===== src/hw/coa_pkg.sv =====
// Constants and types of the operand addressing block.
// Assumes one 10 MHz clock and an active-low asynchronous reset.
//
// Functional notes
// - Immediate operand; named A, F, SP or X is source and result.
// - Direct source: operand addresses RAM or registers; result to A or X.
// - Indexed source: operand plus X addresses source; result to A or X.
// - Result to operand address; source A or X; location is second source.
// - Direct-destination arithmetic to memory leaves A unchanged.
// - Indexed destination: X plus operand addresses result; A is source.
// - Direct destination plus immediate: first byte address, second value.
// - Indexed destination plus immediate: X plus first byte is address.
// - Memory-to-memory form only for the plain move; three bytes long.
// - Indirect load: read pointer, load A from it, write pointer plus one.
// - Indirect store: read pointer, write A there, write pointer plus one.
// - Indirect forms are legal only on indirect move; otherwise illegal.
// - Register-space accesses use the bank picked by the flags bank bit.
package coa_pkg;

  // ----------------------------------------------------------------------
  // Widths and reset values
  // ----------------------------------------------------------------------
  localparam int DATA_W = 8;
  localparam logic [7:0] RESET_FLAGS = 8'h02;
  localparam logic [7:0] RESET_ZERO = 8'h00;
  localparam int FLAG_BANK_BIT = 4;
  localparam logic [7:0] PTR_STEP = 8'h01;
  localparam logic [1:0] LEN_ONE = 2'h1;
  localparam logic [1:0] LEN_TWO = 2'h2;
  localparam logic [1:0] LEN_THREE = 2'h3;

  // ----------------------------------------------------------------------
  // Encodings
  // ----------------------------------------------------------------------
  typedef enum logic [3:0] {
    M_SRC_IMM = 4'h0,
    M_SRC_DIR = 4'h1,
    M_SRC_IDX = 4'h2,
    M_DST_DIR = 4'h3,
    M_DST_IDX = 4'h4,
    M_DST_DIR_IMM = 4'h5,
    M_DST_IDX_IMM = 4'h6,
    M_DIR_DIR = 4'h7,
    M_IND_LOAD = 4'h8,
    M_IND_STORE = 4'h9
  } coa_mode_type;

  typedef enum logic [2:0] {
    OP_MOVE = 3'h0,
    OP_ADD = 3'h1,
    OP_SUB = 3'h2,
    OP_AND = 3'h3,
    OP_OR = 3'h4,
    OP_XOR = 3'h5,
    OP_IND_MOVE = 3'h6
  } coa_op_type;

  typedef enum logic [1:0] {
    R_ACC = 2'h0,
    R_INDEX = 2'h1,
    R_STACK = 2'h2,
    R_FLAGS = 2'h3
  } coa_reg_type;

  // Gray codes along fetch, pointer, read, write, done
  typedef enum logic [2:0] {
    ST_IDLE = 3'h0,
    ST_FETCH1 = 3'h1,
    ST_FETCH2 = 3'h3,
    ST_RD_PTR = 3'h2,
    ST_RD_SRC = 3'h6,
    ST_WR_DST = 3'h7,
    ST_WR_PTR = 3'h5,
    ST_DONE = 3'h4
  } coa_state_type;

  // ----------------------------------------------------------------------
  // Shared arithmetic
  // ----------------------------------------------------------------------
  function automatic logic [7:0] coa_wrap_add(input logic [7:0] a,
                                              input logic [7:0] b);
    coa_wrap_add = 8'(a + b);
  endfunction : coa_wrap_add

endpackage : coa_pkg


===== src/hw/coa_addr_if.sv =====
// Carrier between the sequencer and its address generator.
// Assumes purely combinational use inside one clock domain.
`timescale 1ns/10ps
interface coa_addr_if;
  logic [7:0] oper;
  logic [7:0] index;
  logic use_index;
  logic [7:0] ptr;
  logic [7:0] eff;
  logic [7:0] ptr_inc;

  modport core (output oper, output index, output use_index, output ptr,
                input eff, input ptr_inc);
  modport agen (input oper, input index, input use_index, input ptr,
                output eff, output ptr_inc);
endinterface : coa_addr_if


===== src/hw/coa_core.sv =====
// Operand addressing sequencer: fetches operands, walks memory accesses.
// Assumes fetch and memory ports answer with a one-cycle acknowledge.
`timescale 1ns/10ps
module coa_core
  import coa_pkg::*;
(
  // Clock and reset
  input wire logic MCLK_IN,
  input wire logic RESETN_IN,
  // Instruction start
  input wire logic START_IN,
  input wire logic [3:0] MODE_IN,
  input wire logic [2:0] OP_IN,
  input wire logic [1:0] REG_SEL_IN,
  input wire logic SPACE_IN,
  // Operand byte fetch
  output logic FETCH_REQ_OUT,
  input wire logic FETCH_ACK_IN,
  input wire logic [7:0] FETCH_DATA_IN,
  // Data RAM and register space
  output logic MEM_REQ_OUT,
  output logic MEM_WE_OUT,
  output logic MEM_REG_OUT,
  output logic MEM_BANK_OUT,
  output logic [7:0] MEM_ADDR_OUT,
  output logic [7:0] MEM_WDATA_OUT,
  input wire logic MEM_ACK_IN,
  input wire logic [7:0] MEM_RDATA_IN,
  // Status
  output logic BUSY_OUT,
  output logic DONE_OUT,
  output logic ILLEGAL_OUT,
  output logic [1:0] LEN_OUT,
  // Core registers
  output logic [7:0] ACC_OUT,
  output logic [7:0] INDEX_OUT,
  output logic [7:0] STACK_OUT,
  output logic [7:0] FLAGS_OUT
);

  typedef struct packed {
    coa_state_type st;
    coa_mode_type mode;
    coa_op_type op;
    logic [1:0] rsel;
    logic space;
    logic [7:0] op1;
    logic [7:0] ptr;
    logic [7:0] src;
    logic [7:0] a;
    logic [7:0] x;
    logic [7:0] sp;
    logic [7:0] f;
    logic [7:0] maddr;
    logic [7:0] mwdata;
    logic mreq;
    logic mwe;
    logic mreg;
    logic mbank;
    logic freq;
    logic done;
    logic illegal;
    logic busy;
    logic [1:0] len;
  } coa_core_type;

  localparam coa_core_type CORE_RESET = '{st: ST_IDLE, mode: M_SRC_IMM,
    op: OP_MOVE, f: RESET_FLAGS, default: '0};

  coa_core_type s_q;
  coa_core_type s_d;
  coa_addr_if ai ();

  // ----------------------------------------------------------------------
  // Helpers
  // ----------------------------------------------------------------------
  function automatic logic [7:0] alu(input coa_op_type op,
                                     input logic [7:0] a,
                                     input logic [7:0] b);
    unique case (op)
      OP_ADD: alu = 8'(a + b);
      OP_SUB: alu = 8'(a - b);
      OP_AND: alu = a & b;
      OP_OR: alu = a | b;
      OP_XOR: alu = a ^ b;
      default: alu = b;
    endcase
  endfunction : alu

  function automatic logic [7:0] get(input coa_core_type t,
                                     input logic [1:0] r);
    unique case (r)
      R_ACC: get = t.a;
      R_INDEX: get = t.x;
      R_STACK: get = t.sp;
      default: get = t.f;
    endcase
  endfunction : get

  function automatic coa_core_type put(input coa_core_type t,
                                       input logic [1:0] r,
                                       input logic [7:0] v);
    coa_core_type u;
    u = t;
    unique case (r)
      R_ACC: u.a = v;
      R_INDEX: u.x = v;
      R_STACK: u.sp = v;
      default: u.f = v;
    endcase
    put = u;
  endfunction : put

  // Bank is sampled per access, so a flags write takes effect next access
  function automatic coa_core_type issue(input coa_core_type t,
                                         input logic [7:0] addr,
                                         input logic we,
                                         input logic [7:0] wd,
                                         input logic rs);
    coa_core_type u;
    u = t;
    u.mreq = 1'b1;
    u.mwe = we;
    u.maddr = addr;
    u.mwdata = wd;
    u.mreg = rs;
    u.mbank = rs & t.f[FLAG_BANK_BIT];
    issue = u;
  endfunction : issue

  function automatic logic three_byte(input coa_mode_type m);
    three_byte = (m == M_DST_DIR_IMM) || (m == M_DST_IDX_IMM) ||
                 (m == M_DIR_DIR);
  endfunction : three_byte

  // ----------------------------------------------------------------------
  // Decode of the request and operands in hand
  // ----------------------------------------------------------------------
  coa_mode_type in_mode;
  coa_op_type in_op;
  logic bad;
  logic [7:0] o1;
  logic [7:0] o2;
  logic opnd_ready;

  always_comb begin
    in_mode = coa_mode_type'(MODE_IN);
    in_op = coa_op_type'(OP_IN);
    bad = (MODE_IN > M_IND_STORE) || (OP_IN > OP_IND_MOVE);
    if (in_mode == M_DIR_DIR && in_op != OP_MOVE) begin
      bad = 1'b1;
    end
    if ((in_mode == M_IND_LOAD || in_mode == M_IND_STORE) !=
        (in_op == OP_IND_MOVE)) begin
      bad = 1'b1;
    end
    o1 = (s_q.st == ST_FETCH1) ? FETCH_DATA_IN : s_q.op1;
    o2 = FETCH_DATA_IN;
    opnd_ready = FETCH_ACK_IN &&
                 ((s_q.st == ST_FETCH1 && !three_byte(s_q.mode)) ||
                  s_q.st == ST_FETCH2);
  end

  assign ai.oper = o1;
  assign ai.index = s_q.x;
  assign ai.use_index = (s_q.mode == M_SRC_IDX) ||
                        (s_q.mode == M_DST_IDX) ||
                        (s_q.mode == M_DST_IDX_IMM);
  assign ai.ptr = s_q.ptr;

  coa_agen u_agen (
    .ai (ai)
  );

  // ----------------------------------------------------------------------
  // Sequencer
  // ----------------------------------------------------------------------
  always_comb begin
    s_d = s_q;
    s_d.done = 1'b0;
    s_d.illegal = 1'b0;
    unique case (s_q.st)
      ST_IDLE: begin
        if (START_IN) begin
          s_d.mode = in_mode;
          s_d.op = in_op;
          s_d.rsel = REG_SEL_IN;
          s_d.space = SPACE_IN;
          if (bad) begin
            s_d.st = ST_DONE;
            s_d.done = 1'b1;
            s_d.illegal = 1'b1;
            s_d.len = LEN_ONE;
          end else begin
            s_d.st = ST_FETCH1;
            s_d.freq = 1'b1;
            s_d.len = three_byte(in_mode) ? LEN_THREE : LEN_TWO;
          end
        end
      end
      ST_FETCH1, ST_FETCH2: begin
        if (FETCH_ACK_IN && s_q.st == ST_FETCH1) begin
          s_d.op1 = FETCH_DATA_IN;
          s_d.st = ST_FETCH2;
        end
        if (opnd_ready) begin
          s_d.freq = 1'b0;
          s_d.src = three_byte(s_q.mode) ? o2 :
                    (s_q.mode == M_DST_IDX) ? s_q.a : get(s_q, s_q.rsel);
          unique case (s_q.mode)
            M_SRC_IMM: begin
              s_d = put(s_d, s_q.rsel,
                        alu(s_q.op, get(s_q, s_q.rsel), o1));
              s_d.st = ST_DONE;
              s_d.done = 1'b1;
            end
            M_SRC_DIR, M_SRC_IDX: begin
              s_d = issue(s_d, ai.eff, 1'b0, RESET_ZERO,
                          s_q.space);
              s_d.st = ST_RD_SRC;
            end
            M_DIR_DIR: begin
              s_d = issue(s_d, o2, 1'b0, RESET_ZERO, 1'b0);
              s_d.st = ST_RD_SRC;
            end
            M_IND_LOAD, M_IND_STORE: begin
              s_d = issue(s_d, o1, 1'b0, RESET_ZERO, 1'b0);
              s_d.st = ST_RD_PTR;
            end
            default: begin
              if (s_q.op == OP_MOVE) begin
                s_d = issue(s_d, ai.eff, 1'b1, s_d.src,
                            s_q.space);
                s_d.st = ST_WR_DST;
              end else begin
                s_d = issue(s_d, ai.eff, 1'b0, RESET_ZERO,
                            s_q.space);
                s_d.st = ST_RD_SRC;
              end
            end
          endcase
        end
      end
      ST_RD_PTR: begin
        if (MEM_ACK_IN) begin
          s_d.ptr = MEM_RDATA_IN;
          if (s_q.mode == M_IND_LOAD) begin
            s_d = issue(s_d, MEM_RDATA_IN, 1'b0, RESET_ZERO, 1'b0);
            s_d.st = ST_RD_SRC;
          end else begin
            s_d = issue(s_d, MEM_RDATA_IN, 1'b1, s_q.a, 1'b0);
            s_d.st = ST_WR_DST;
          end
        end
      end
      ST_RD_SRC: begin
        if (MEM_ACK_IN) begin
          s_d.mreq = 1'b0;
          unique case (s_q.mode)
            M_SRC_DIR, M_SRC_IDX: begin
              s_d = put(s_d, s_q.rsel,
                        alu(s_q.op, get(s_q, s_q.rsel), MEM_RDATA_IN));
              s_d.st = ST_DONE;
              s_d.done = 1'b1;
            end
            M_IND_LOAD: begin
              s_d.a = MEM_RDATA_IN;
              s_d = issue(s_d, s_q.op1, 1'b1, ai.ptr_inc, 1'b0);
              s_d.st = ST_WR_PTR;
            end
            M_DIR_DIR: begin
              s_d = issue(s_d, s_q.op1, 1'b1, MEM_RDATA_IN, 1'b0);
              s_d.st = ST_WR_DST;
            end
            default: begin
              // Result goes back to memory; A is left as it was
              s_d = issue(s_d, s_q.maddr, 1'b1,
                          alu(s_q.op, MEM_RDATA_IN, s_q.src),
                          s_q.mreg);
              s_d.st = ST_WR_DST;
            end
          endcase
        end
      end
      ST_WR_DST: begin
        if (MEM_ACK_IN) begin
          s_d.mreq = 1'b0;
          if (s_q.mode == M_IND_STORE) begin
            s_d = issue(s_d, s_q.op1, 1'b1, ai.ptr_inc, 1'b0);
            s_d.st = ST_WR_PTR;
          end else begin
            s_d.st = ST_DONE;
            s_d.done = 1'b1;
          end
        end
      end
      ST_WR_PTR: begin
        if (MEM_ACK_IN) begin
          s_d.mreq = 1'b0;
          s_d.st = ST_DONE;
          s_d.done = 1'b1;
        end
      end
      ST_DONE: begin
        s_d.st = ST_IDLE;
      end
    endcase
    s_d.busy = (s_d.st != ST_IDLE);
  end

  always_ff @(posedge MCLK_IN or negedge RESETN_IN) begin
    if (!RESETN_IN) begin
      s_q <= CORE_RESET;
    end else begin
      s_q <= s_d;
    end
  end

  // ----------------------------------------------------------------------
  // Outputs
  // ----------------------------------------------------------------------
  assign FETCH_REQ_OUT = s_q.freq;
  assign MEM_REQ_OUT = s_q.mreq;
  assign MEM_WE_OUT = s_q.mwe;
  assign MEM_REG_OUT = s_q.mreg;
  assign MEM_BANK_OUT = s_q.mbank;
  assign MEM_ADDR_OUT = s_q.maddr;
  assign MEM_WDATA_OUT = s_q.mwdata;
  assign BUSY_OUT = s_q.busy;
  assign DONE_OUT = s_q.done;
  assign ILLEGAL_OUT = s_q.illegal;
  assign LEN_OUT = s_q.len;
  assign ACC_OUT = s_q.a;
  assign INDEX_OUT = s_q.x;
  assign STACK_OUT = s_q.sp;
  assign FLAGS_OUT = s_q.f;
endmodule : coa_core


===== src/hw/coa_agen.sv =====
// Effective address and pointer increment for the operand sequencer.
// Assumes inputs are settled within the cycle; no state is kept here.
`timescale 1ns/10ps
module coa_agen
  import coa_pkg::*;
(
  coa_addr_if.agen ai
);

  // ----------------------------------------------------------------------
  // Address arithmetic, wrapping inside the 8-bit space
  // ----------------------------------------------------------------------
  assign ai.eff = ai.use_index ? coa_wrap_add(ai.oper, ai.index)
                               : ai.oper;
  assign ai.ptr_inc = coa_wrap_add(ai.ptr, PTR_STEP);

endmodule : coa_agen


===== config.mk =====
export PLATFORM = sky130hd
export DESIGN_NAME = coa_core
export DESIGN_NICKNAME = d
export VERILOG_FILES = /design/src/hw/coa_pkg.sv /design/src/hw/coa_addr_if.sv /design/src/hw/coa_core.sv /design/src/hw/coa_agen.sv
export SDC_FILE = /design/constraint.sdc
export NUM_CORES = 1
export LEC_CHECK = 0
export BUFFER_PORTS_ARGS = -buffer_cell sky130_fd_sc_hd__buf_2
export CORE_ASPECT_RATIO = 0.7
export CORE_MARGIN = 3
export CORE_UTILIZATION = 35
export DETAILED_ROUTE_END_ITERATION = 7
export PLACE_DENSITY = 0.53
export SETUP_SLACK_MARGIN = 0.05
export SKIP_LAST_GASP = 1
export SYNTH_ARGS = -nofsm -noshare
export SYNTH_HDL_FRONTEND = slang
export SYNTH_SLANG_ARGS = --single-unit

===== constraint.sdc =====
create_clock -name MCLK_IN -period 6.3 [get_ports MCLK_IN]
set_input_delay 1.26 -clock MCLK_IN [delete_from_list [all_inputs] [get_ports MCLK_IN]]
set_output_delay 1.26 -clock MCLK_IN [all_outputs]
set_load 0.03 [all_outputs]

* Word level (Yosys, flattened, before mapping)
Index checks and enable logic that the tools add are counted.
** Word-level totals
- Memories :: 0
- ROM bits :: 0
- Input bits :: 31
- Output and inout bits :: 58
- RAM bits :: 0
- Latch bits :: 0
- Register bits :: 95
** Operators by class
- $add $sub $neg :: 8
- Equal/unequal tests :: 56
- $mul :: 0
- Shift-type cells :: 0
- Reduce and logical (&&, ||, !) cells :: 40
- Order comparisons :: 2
- Muxes and demuxes :: 57
- Divide/modulo/power cells :: 0
- Bitwise operators :: 15
** Operators by type and width (count)
- two-way mux 95 bit :: 4
- one-hot mux 95 bit (4 select lines) :: 1
- one-hot mux 72 bit (4 select lines) :: 1
- one-hot mux 94 bit (3 select lines) :: 1
- two-way mux 93 bit :: 2
- two-way mux 8 bit :: 19
- one-hot mux 8 bit (5 select lines) :: 3
- one-hot mux 10 bit (5 select lines) :: 1
- AND reduction 14 bit :: 3
- inequality test 2 bit (second input constant) :: 17
- adder 8 bit :: 4
- equality test 4 x 3 -> 1 bit (second input constant) :: 7
- AND 8 bit :: 3
- OR 8 bit :: 3
- one-hot mux 8 bit (3 select lines) :: 1
- subtractor 8 bit :: 3
- XOR 8 bit :: 3
- equality test 3 bit (second input constant) :: 7
- two-way mux 21 bit :: 1
- one-hot mux 3 bit (7 select lines) :: 1
- equality test 4 bit (second input constant) :: 4
- one-hot mux 1 bit (5 select lines) :: 3
- inequality test 2 x 1 -> 1 bit (second input constant) :: 7
- AND reduction 7 bit :: 2
- 39 further kinds :: 77

* Depth between registers and ports, before layout
Gate-level depths: netlist of the first run.
- Depth after elaboration :: 16
- Gate-level depth with buffers :: 16
- Depth with buffers taken out :: 15

* Cells and area by module
A second synthesis of the first run with hierarchy kept.
** Second synthesis, totals
- Cells, all modules :: 1041
- Area total of the unflattened synthesis :: 8881.0 µm²
** By module, submodules not included
- coa_core :: area an instance 8328.0 µm², cells an instance 969, instances 1
- coa_agen :: area an instance 553.0 µm², cells an instance 72, instances 1

* Least setup slack after synthesis of the first run
Ideal clock, no wire load.
- Path kind :: in2reg
- Start point :: in MEM_RDATA_IN[1]
- End point :: reg s_q (netlist bit FLAGS_OUT[7])
- Buffers on the path :: 0
- Slack :: 2.477 ns
- Arrival time :: 3.698 ns
- Cell stages on the path :: 15
- Path through :: inv_1 ha_1 nand2_1 o21ai_0 inv_1 ha_1 nor2b_1 o21ai_0 a21boi_0 o21a_1 o311ai_0 o211ai_1 a21oi_1 o311ai_2 mux2_2
** Between the ends
- Longest elaborated chain between the ends :: 6
- Elaborated cells on any way between the ends :: 7
** RTL lines
- from (decl) :: RTL line coa_core.sv:28 : input wire logic [7:0] MEM_RDATA_IN,
- subtractor 8 bit / adder 8 bit (equally long branches) :: RTL line coa_core.sv:82, coa_core.sv:81
- one-hot mux 8 bit (5 select lines) (*) :: RTL line coa_core.sv:80 : unique case (op)
- two-way mux 8 bit (*) :: RTL line coa_core.sv:105 : unique case (r)
- one-hot mux 94 bit (3 select lines) (*) :: RTL line coa_core.sv:259 : unique case (s_q.mode)
- two-way mux 95 bit (*) :: RTL line coa_core.sv:257 : if (MEM_ACK_IN) begin
- one-hot mux 72 bit (4 select lines) (*) :: RTL line coa_core.sv:182 : unique case (s_q.st)
- to (signal assigned) :: RTL line coa_core.sv:313 : s_q <= CORE_RESET;
- to (signal assigned) :: RTL line coa_core.sv:315 : s_q <= s_d;
- to (decl) :: RTL line coa_core.sv:70 : coa_core_type s_q;
Every way passes the cells marked *; elsewhere a longest branch is shown, timed or not. The select of a mux whose other input is x is not followed.
A chain may end at the register's enable or synchronous reset.

* Worst setup path in the final report of the first run
- Start point :: reg s_q[94] (netlist name)
- End point :: reg s_q (netlist bit FLAGS_OUT[7])
** Between the ends
- Longest elaborated chain between the ends :: 8
- Elaborated cells on any way between the ends :: 35
** RTL lines
- equality test 3 x 1 -> 1 bit :: RTL line coa_core.sv:157, coa_core.sv:160, coa_core.sv:182
- two-way mux 8 bit :: RTL line coa_core.sv:157 : o1 = (s_q.st == ST_FETCH1) ? FETCH_DATA_IN : s_q.op1;
- subtractor 8 bit, or another cell as far along :: RTL line coa_core.sv:82 : OP_SUB: alu = 8'(a - b);
- one-hot mux 8 bit (5 select lines) :: RTL line coa_core.sv:80
- two-way mux 8 bit :: RTL line coa_core.sv:105
- one-hot mux 95 bit (4 select lines) :: RTL line coa_core.sv:210 : unique case (s_q.mode)
- two-way mux 95 bit :: RTL line coa_core.sv:206 : if (opnd_ready) begin
- one-hot mux 72 bit (4 select lines) :: RTL line coa_core.sv:182
Parallel ways exist; a longest one is shown, timed or not. The select of a mux whose other input is x is not followed.

==> flow_summary.yaml, run 1 <==
layout:
  nets: 1102
  syn2layout_area_growth_pct: 7.43
  final_common_cell: "dfrtp_1"
  diodes: 0
  drive_above_1_share: 0.201
  fillerInstances: 2467
  final_cell_mix: "dfrtp_1 (94), nand2_1 (89), buf_2 (87)"
clock_tree:
  cts.sinks: 95
  cts.path.max_buffers: 2
  cts.repair.resized: 0
  cts_tree: "yes"
  clkTransAtPathRegs_ns: 0.07
  cts_setup_buffers: 0
  cts_max_level: 3
  cts_made_buffers: 9
  clkLatencyLatePin_ns: 0.36
  root_buffer: "clkbuf_16"
  postCtsHoldBufs: 0
synth:
  avgSynthCellArea_um2: 8.72
  syn_area_mm2: 0.00866
  syn_nets: 1093
  ys_warn_count: 0
  ys_async_sr_fraction: 1.00
  synth-edff-count: 0
  netlist_instances: 993
  ys_seq_elements: 95
  synth_seq_area_share: 0.275
  yosys_most_used_dff: "dfrtp_1"
  ys_types: 73
grt:
  met2_usage: 0.326
  antenna_found_initial: 0
  overflow: 0
  grt_pass1_wl_mm: 48.5
  grt_pass1_vias: 7428
  grt_usage: 0.239
  met1_usage: 0.373
  grt_max_degree: 64
  grt_busiest_layer: "met1"
  met3_usage: 0.0675
setup_path:
  crit_arrival_ns: 4.69
  crit_path_end_kind: "register"
  cp_num_cells: 12
  critPathKind: "register to register"
  cpMaxStageDelayCell: "nor3b_4"
  crit_family: "simple AND/OR/NAND/NOR gates"
  path_max_fanout: 18
  r2r_slack_ns: 1.90
  worstReg2RegEnd: "FLAGS_OUT[7]"
  crit_start: "s_q[94]"
  timing.rr.start: "s_q[94]"
  r2r_cells: 12
  cpPeakStageDelay_ns: 0.79
  path_buf_inv: 0
  required_ns: 6.59
  crit_chain: "nor3b_4 > mux2_2 > or2_2 > nand2_1 > xor2_1 > ha_1 > nand2_1 > nor4_2 > o41ai_1 > a21boi_0 > o311ai_2 > mux2_2"
  critPathLaunchType: "register"
detailed_routing:
  drc: 0
  via_per_inst: 6.01
  routedWlPerCell_um: 24.1
  route.vias.total: 7966
  drt_iter0_drc: 902
  drtAntennaViolNets: 0
  first_pass_iters: 7
  routed_wl_mm: 31.9
hold_path:
  hp-start: "FETCH_REQ_OUT"
  min_path_cells: 2
  holdPathEnd: "FETCH_REQ_OUT"
  hp-class: "register to register"
timing:
  finClkSkew_ns: 0.0119
  period_needed_ns: 4.40
  rsz0062_at_grt: "no"
  drv_slew: 0
  post-route-period-util: 0.698
  finalSetupViolations: 0
  tightestPinTransition_ns: 1.28
  fmax_mhz: 227
  finalHoldViolations: 0
  tns_ns: 0
  max-slew-margin-rel: 0.138
floorplanning:
  fp.coreArea_mm2: 0.0240
  initial_utilization: 0.361
  fp.dieH_um: 138
  dieArea_mm2: 0.0267
  io-pin-count: 89
  num_rows: 47
  die-width_um: 194
pwr:
  finalPower_mw: 5.06
  peakVddDrop_v: 0.000182
  p_leak_nw: 4.10
  pwr_density_cell_mw_per_mm2: 544
placement:
  place_congestion: 0.921
  port_buffers: 88
  dp_hpwl_mm: 24.2
outcome:
  outcome: "finished clean"
job:
  maxCapViolCount: 0
==> how the worst max path moves through the flow <==
stage / to / slack [ns]
finish: FLAGS_OUT[7] / 1.90
global route: INDEX_OUT[5] / 1.65
CTS: FLAGS_OUT[7] / 1.97
detailed placement: FLAGS_OUT[7] / 1.62
global placement: FLAGS_OUT[7] / 1.72
floorplan: FLAGS_OUT[7] / 2.48
==> area by class of cell <==
cell class | count | area, um^2 | share of cell area
timing repair buffer | 101 | 541 | 0.0581
inverter | 48 | 180 | 0.0194
clock inverter | 4 | 28.8 | 0.00309
clock buffer | 12 | 267 | 0.0286
sequential | 95 | 2380 | 0.256
multi-input combinational | 747 | 5510 | 0.592
tap | 318 | 398 | 0.0428
==> Yosys cell counts (all sizes together), types with 8 or more instances <==
library cell	count	area [um^2]
dfrtp	94	2350
nand2	89	334
o21ai	78	390
a21oi	71	355
ha	67	838
buf	64	450
nor2	63	236
mux2	51	582
inv	48	180
clkbuf	39	146
xnor2	27	236
nor3	21	110
nand3	19	95.1
a31oi	18	113
o211ai	17	128
a22oi	15	113
xor2	15	131
nand2b	14	87.6
o221ai	14	123
mux4	12	270
a221oi	10	87.6
a222oi	10	100
a22o	10	87.6
or2	10	62.6
nor3b	8	76.3
==> kinds of logic after synthesis <==
kind of cell	count (synthesis)	share of synthesized area
buf+inv	151	0.0897
fa+ha+maj	72	0.105
mux	69	0.105
flops	95	0.275
compound gates	303	0.233
xor+xnor	44	0.0480
simple gates	259	0.144
==> worst register-to-register path: cells and delay by family (launching register included) <==
family                     cells  cell delay [ns]
DFF                            1             0.61
and+or+nand+nor                5             1.44
adders and majority gates      1             0.29
xor gates and xnor gates       1             0.17
muxes                          2             0.78
AOI/OAI and AO/OA              3             1.06
==> per-layer routing <==
metal  part of all wire  up-vias
met2               0.39      349
met4             0.0090        2
li1                   -     3626
met1               0.50     3965
met3               0.10       24
met5             0.0024        -
==> stage by stage <==
stage	instance area, um^2	hold WS (ns)	cells	util	setup slack, ns
final	9300	0.481	1325	0.388	1.90
after global routing	9300	0.503	1325	0.388	1.65
after CTS	9300	0.486	1325	0.388	1.97
after detailed placement	9010	0.469	1309	0.375	1.62
after global placement	9010	0.467	1309	0.375	1.72
after floorplan	8660	0.458	993	-	2.48
==> where the power goes <==
group	switching [mW]	internal [mW]
Clock	0.262	0.301
Combinational	2.02	1.29
Sequential	0.387	0.800
Total	2.67	2.39
==> state kept, by name, summed over array words and instances, names as in the netlist, 2 cells and up <==
register and flops:
MEM_ADDR_OUT 8, MEM_WDATA_OUT 8, STACK_OUT 8, ai.ptr 8
INDEX_OUT 8, s_q 29, LEN_OUT 2, ACC_OUT 8
FLAGS_OUT 8
Note: power is estimated with default switching activity, not from simulation.
==> inputs of run 2 (changes only) <==
- ABC_AREA: unset -> 1
- clock period: 6.3 -> 4.1 ns (I/O delays scaled with it)
==> run 2 against run 1 <==
  * Hold slack worse by 0.0075 ns
  * Flip-flop and latch count stayed put
  * Largest cell class unchanged
  * First-iteration DRC count is 32% higher
  * Core utilization is 1.2 points higher
  * Die area is 0.13% higher
  * Critical path depth is 8 higher
  * Highest routed layer is now met4
  * Sequential share of layout area is 0.76 points lower
  * Sequential power is 43% higher
==> flow_summary.yaml, run 2 <==
pwr:
  pwr_density_cell_mw_per_mm2: 992
  seqPwrFrac: 0.179
  intPower_mw: 4.00
  p_switching_mw: 5.51
  p_leak_nw: 4.99
  peakVddDrop_v: 0.000361
  pwr-share-clk: 0.107
  combPwrFrac: 0.714
  swShare: 0.579
setup_path:
  r2r_cells: 20
  crit_arrival_ns: 3.77
  path_common_cell: "nand2_1"
  cpPeakStageDelay_ns: 0.46
  path_max_fanout: 9
  cpMaxStageDelayCell: "dfrtp_1"
  critPathLaunchType: "register"
  critPathKind: "register to register"
  required_ns: 4.40
  crit_path_end_kind: "register"
  crit_chain: "inv_2 > nand2_4 > nor2_4 > nand2_1 > o21ai_1 > nand3_2 > nand2_1 > xor2_1 > ha_1 > a21oi_1 > nor2_1 > a211oi_1 > nand2_1 > nand2_1 > nand3_1 > nand2_1 > nand2_1 > o21ai_2 > nand2_1 > nand2_1"
timing:
  finalSetupViolations: 0
  rsz0062_at_grt: "no"
  max-slew-margin-rel: 0.443
  period_needed_ns: 3.47
  whs_ns: 0.474
  finalHoldViolations: 0
  tns_ns: 0
  post-route-period-util: 0.847
  tightestPinTransition_ns: 0.830
  drv_slew: 0
  fmax_mhz: 288
  finClkSkew_ns: 0.00737
synth:
  avgSynthCellArea_um2: 6.93
  ys_async_sr_fraction: 1.00
  yosys.area.top_type: "dfrtp_1"
  ys_warn_count: 0
  synthDominantCellAreaShare: 0.271
  synth_most_common_cell: "nand2_1"
  ys_seq_elements: 95
  synth_seq_area_share: 0.274
  yosys_most_used_dff: "dfrtp_1"
  ys_types: 52
  synth_area_leaders: "dfrtp_1 (27%), nand2_1 (14%), ha_1 (9.7%)"
  ys_top_cells_by_count: "nand2_1 (312), inv_1 (158), nor2_1 (96)"
  syn_area_mm2: 0.00867
  synth-edff-count: 0
  syn_nets: 1352
  netlist_instances: 1252
layout:
  final_cell_mix: "nand2_1 (312), inv_1 (158), nor2_1 (96)"
  final_common_cell: "nand2_1"
  syn2layout_area_growth_pct: 10.6
  largest_register_ffs: 29
  layout.cells.non_filler: 1625
  nets: 1403
  drive_above_1_share: 0.141
  diodes: 0
  largest-register: "s_q"
detailed_routing:
  drtAntennaViolNets: 0
  routed_wl_mm: 35.4
  via_per_inst: 5.55
  route.vias.total: 9018
  drt_iter0_drc: 1187
  drc: 0
  first_pass_iters: 6
  routedWlPerCell_um: 21.8
placement:
  dp_hpwl_mm: 27.6
  dpl.cell_count: 1610
  port_buffers: 88
  place_congestion: 0.978
clock_tree:
  postCtsHoldBufs: 0
  root_buffer: "clkbuf_16"
  cts.path.max_buffers: 2
  clkTransAtPathRegs_ns: 0.07
  clkLatencyLatePin_ns: 0.36
  cts.repair.resized: 0
  cts_made_buffers: 9
  cts_tree: "yes"
  cts_setup_buffers: 0
  cts.sinks: 95
  cts_max_level: 3
floorplanning:
  initial_utilization: 0.361
  dieArea_mm2: 0.0267
  die-width_um: 194
  num_rows: 47
  io-pin-count: 89
  fp.dieH_um: 138
  fp.coreArea_mm2: 0.0240
grt:
  grt_usage: 0.262
  antenna_found_initial: 0
  grt_max_degree: 96
  grt_pass1_vias: 8247
  overflow: 0
  grt_pass1_wl_mm: 52.8
hold_path:
  min_path_cells: 2
  hp-class: "register to register"
outcome:
  outcome: "finished clean"
job:
  maxCapViolCount: 0
run 2: path summary, 6_finish.rpt:
path                                 to  slack [ns]   startpoint
min reg2reg                 MEM_REQ_OUT        0.47  MEM_REQ_OUT
min                         MEM_REQ_OUT        0.47  MEM_REQ_OUT
min in group asynchronous  STACK_OUT[6]        0.52    RESETN_IN
max                        INDEX_OUT[6]        0.63      s_q[94]
max reg2reg                INDEX_OUT[6]        0.63      s_q[94]
max in group asynchronous       s_q[92]        3.17    RESETN_IN
run 2: final cells by class:
class,count,area [um^2]
clock buffer,12,256
clock inverter,3,90.1
fill,2598,14400
inverter,176,661
multi-input combinational,906,5150
sequential,95,2380
tap,318,398
timing repair buffer,115,658
run 2: stage by stage:
step                setup WS (ns)  utilization  total power [mW]  cell area, um^2
CTS                         0.729        0.400              9.35             9590
detailed placement          0.475        0.385              8.28             9240
global route                0.267        0.400              10.3             9590
finish                      0.626        0.400              9.51             9590
global placement            0.584        0.385              8.28             9240
floorplan                    1.00            -              6.33             8670
run 2: power by group through the flow:
stage	combinational (mW)	sequential (mW)	clock [mW]
detailed placement	6.59	1.69	0
global route	7.49	1.73	1.07
floorplan	4.73	1.60	0
global placement	6.58	1.70	0
finish	6.79	1.70	1.02
CTS	6.63	1.68	1.04
run 2: kinds of logic (layout without fill, tap and decap cells):
logic type	Yosys count	count (layout)	share of synthesized area
XOR/XNOR	26	26	0.0263
AO/OA/AOI/OAI	288	288	0.209
flip-flops	95	95	0.274
AND/OR/NAND/NOR	523	523	0.257
adder cells (fa/ha/maj)	69	69	0.101
buffers and inverters	251	306	0.132
run 2: metal layers:
metal | share of wire | wire length, um | up-vias | track usage
li1 | - | - | 4241 | -
met1 | 0.49 | 17200 | 4253 | 0.402
met4 | 0.023 | 831 | 0 | 0.0729
met5 | 0 | 0 | - | 0
met3 | 0.11 | 3760 | 53 | 0.0677
met2 | 0.38 | 13600 | 471 | 0.354
run 2: worst max-delay path, delay by kind of cell (launching register included):
family                   cells  cell delay [ns]
AND/OR/NAND/NOR             13             1.33
XOR/XNOR                     1             0.25
flip-flops                   1             0.46
buffers and inverters        1             0.20
AO/OA/AOI/OAI                4             0.84
adder cells (fa/ha/maj)      1             0.35
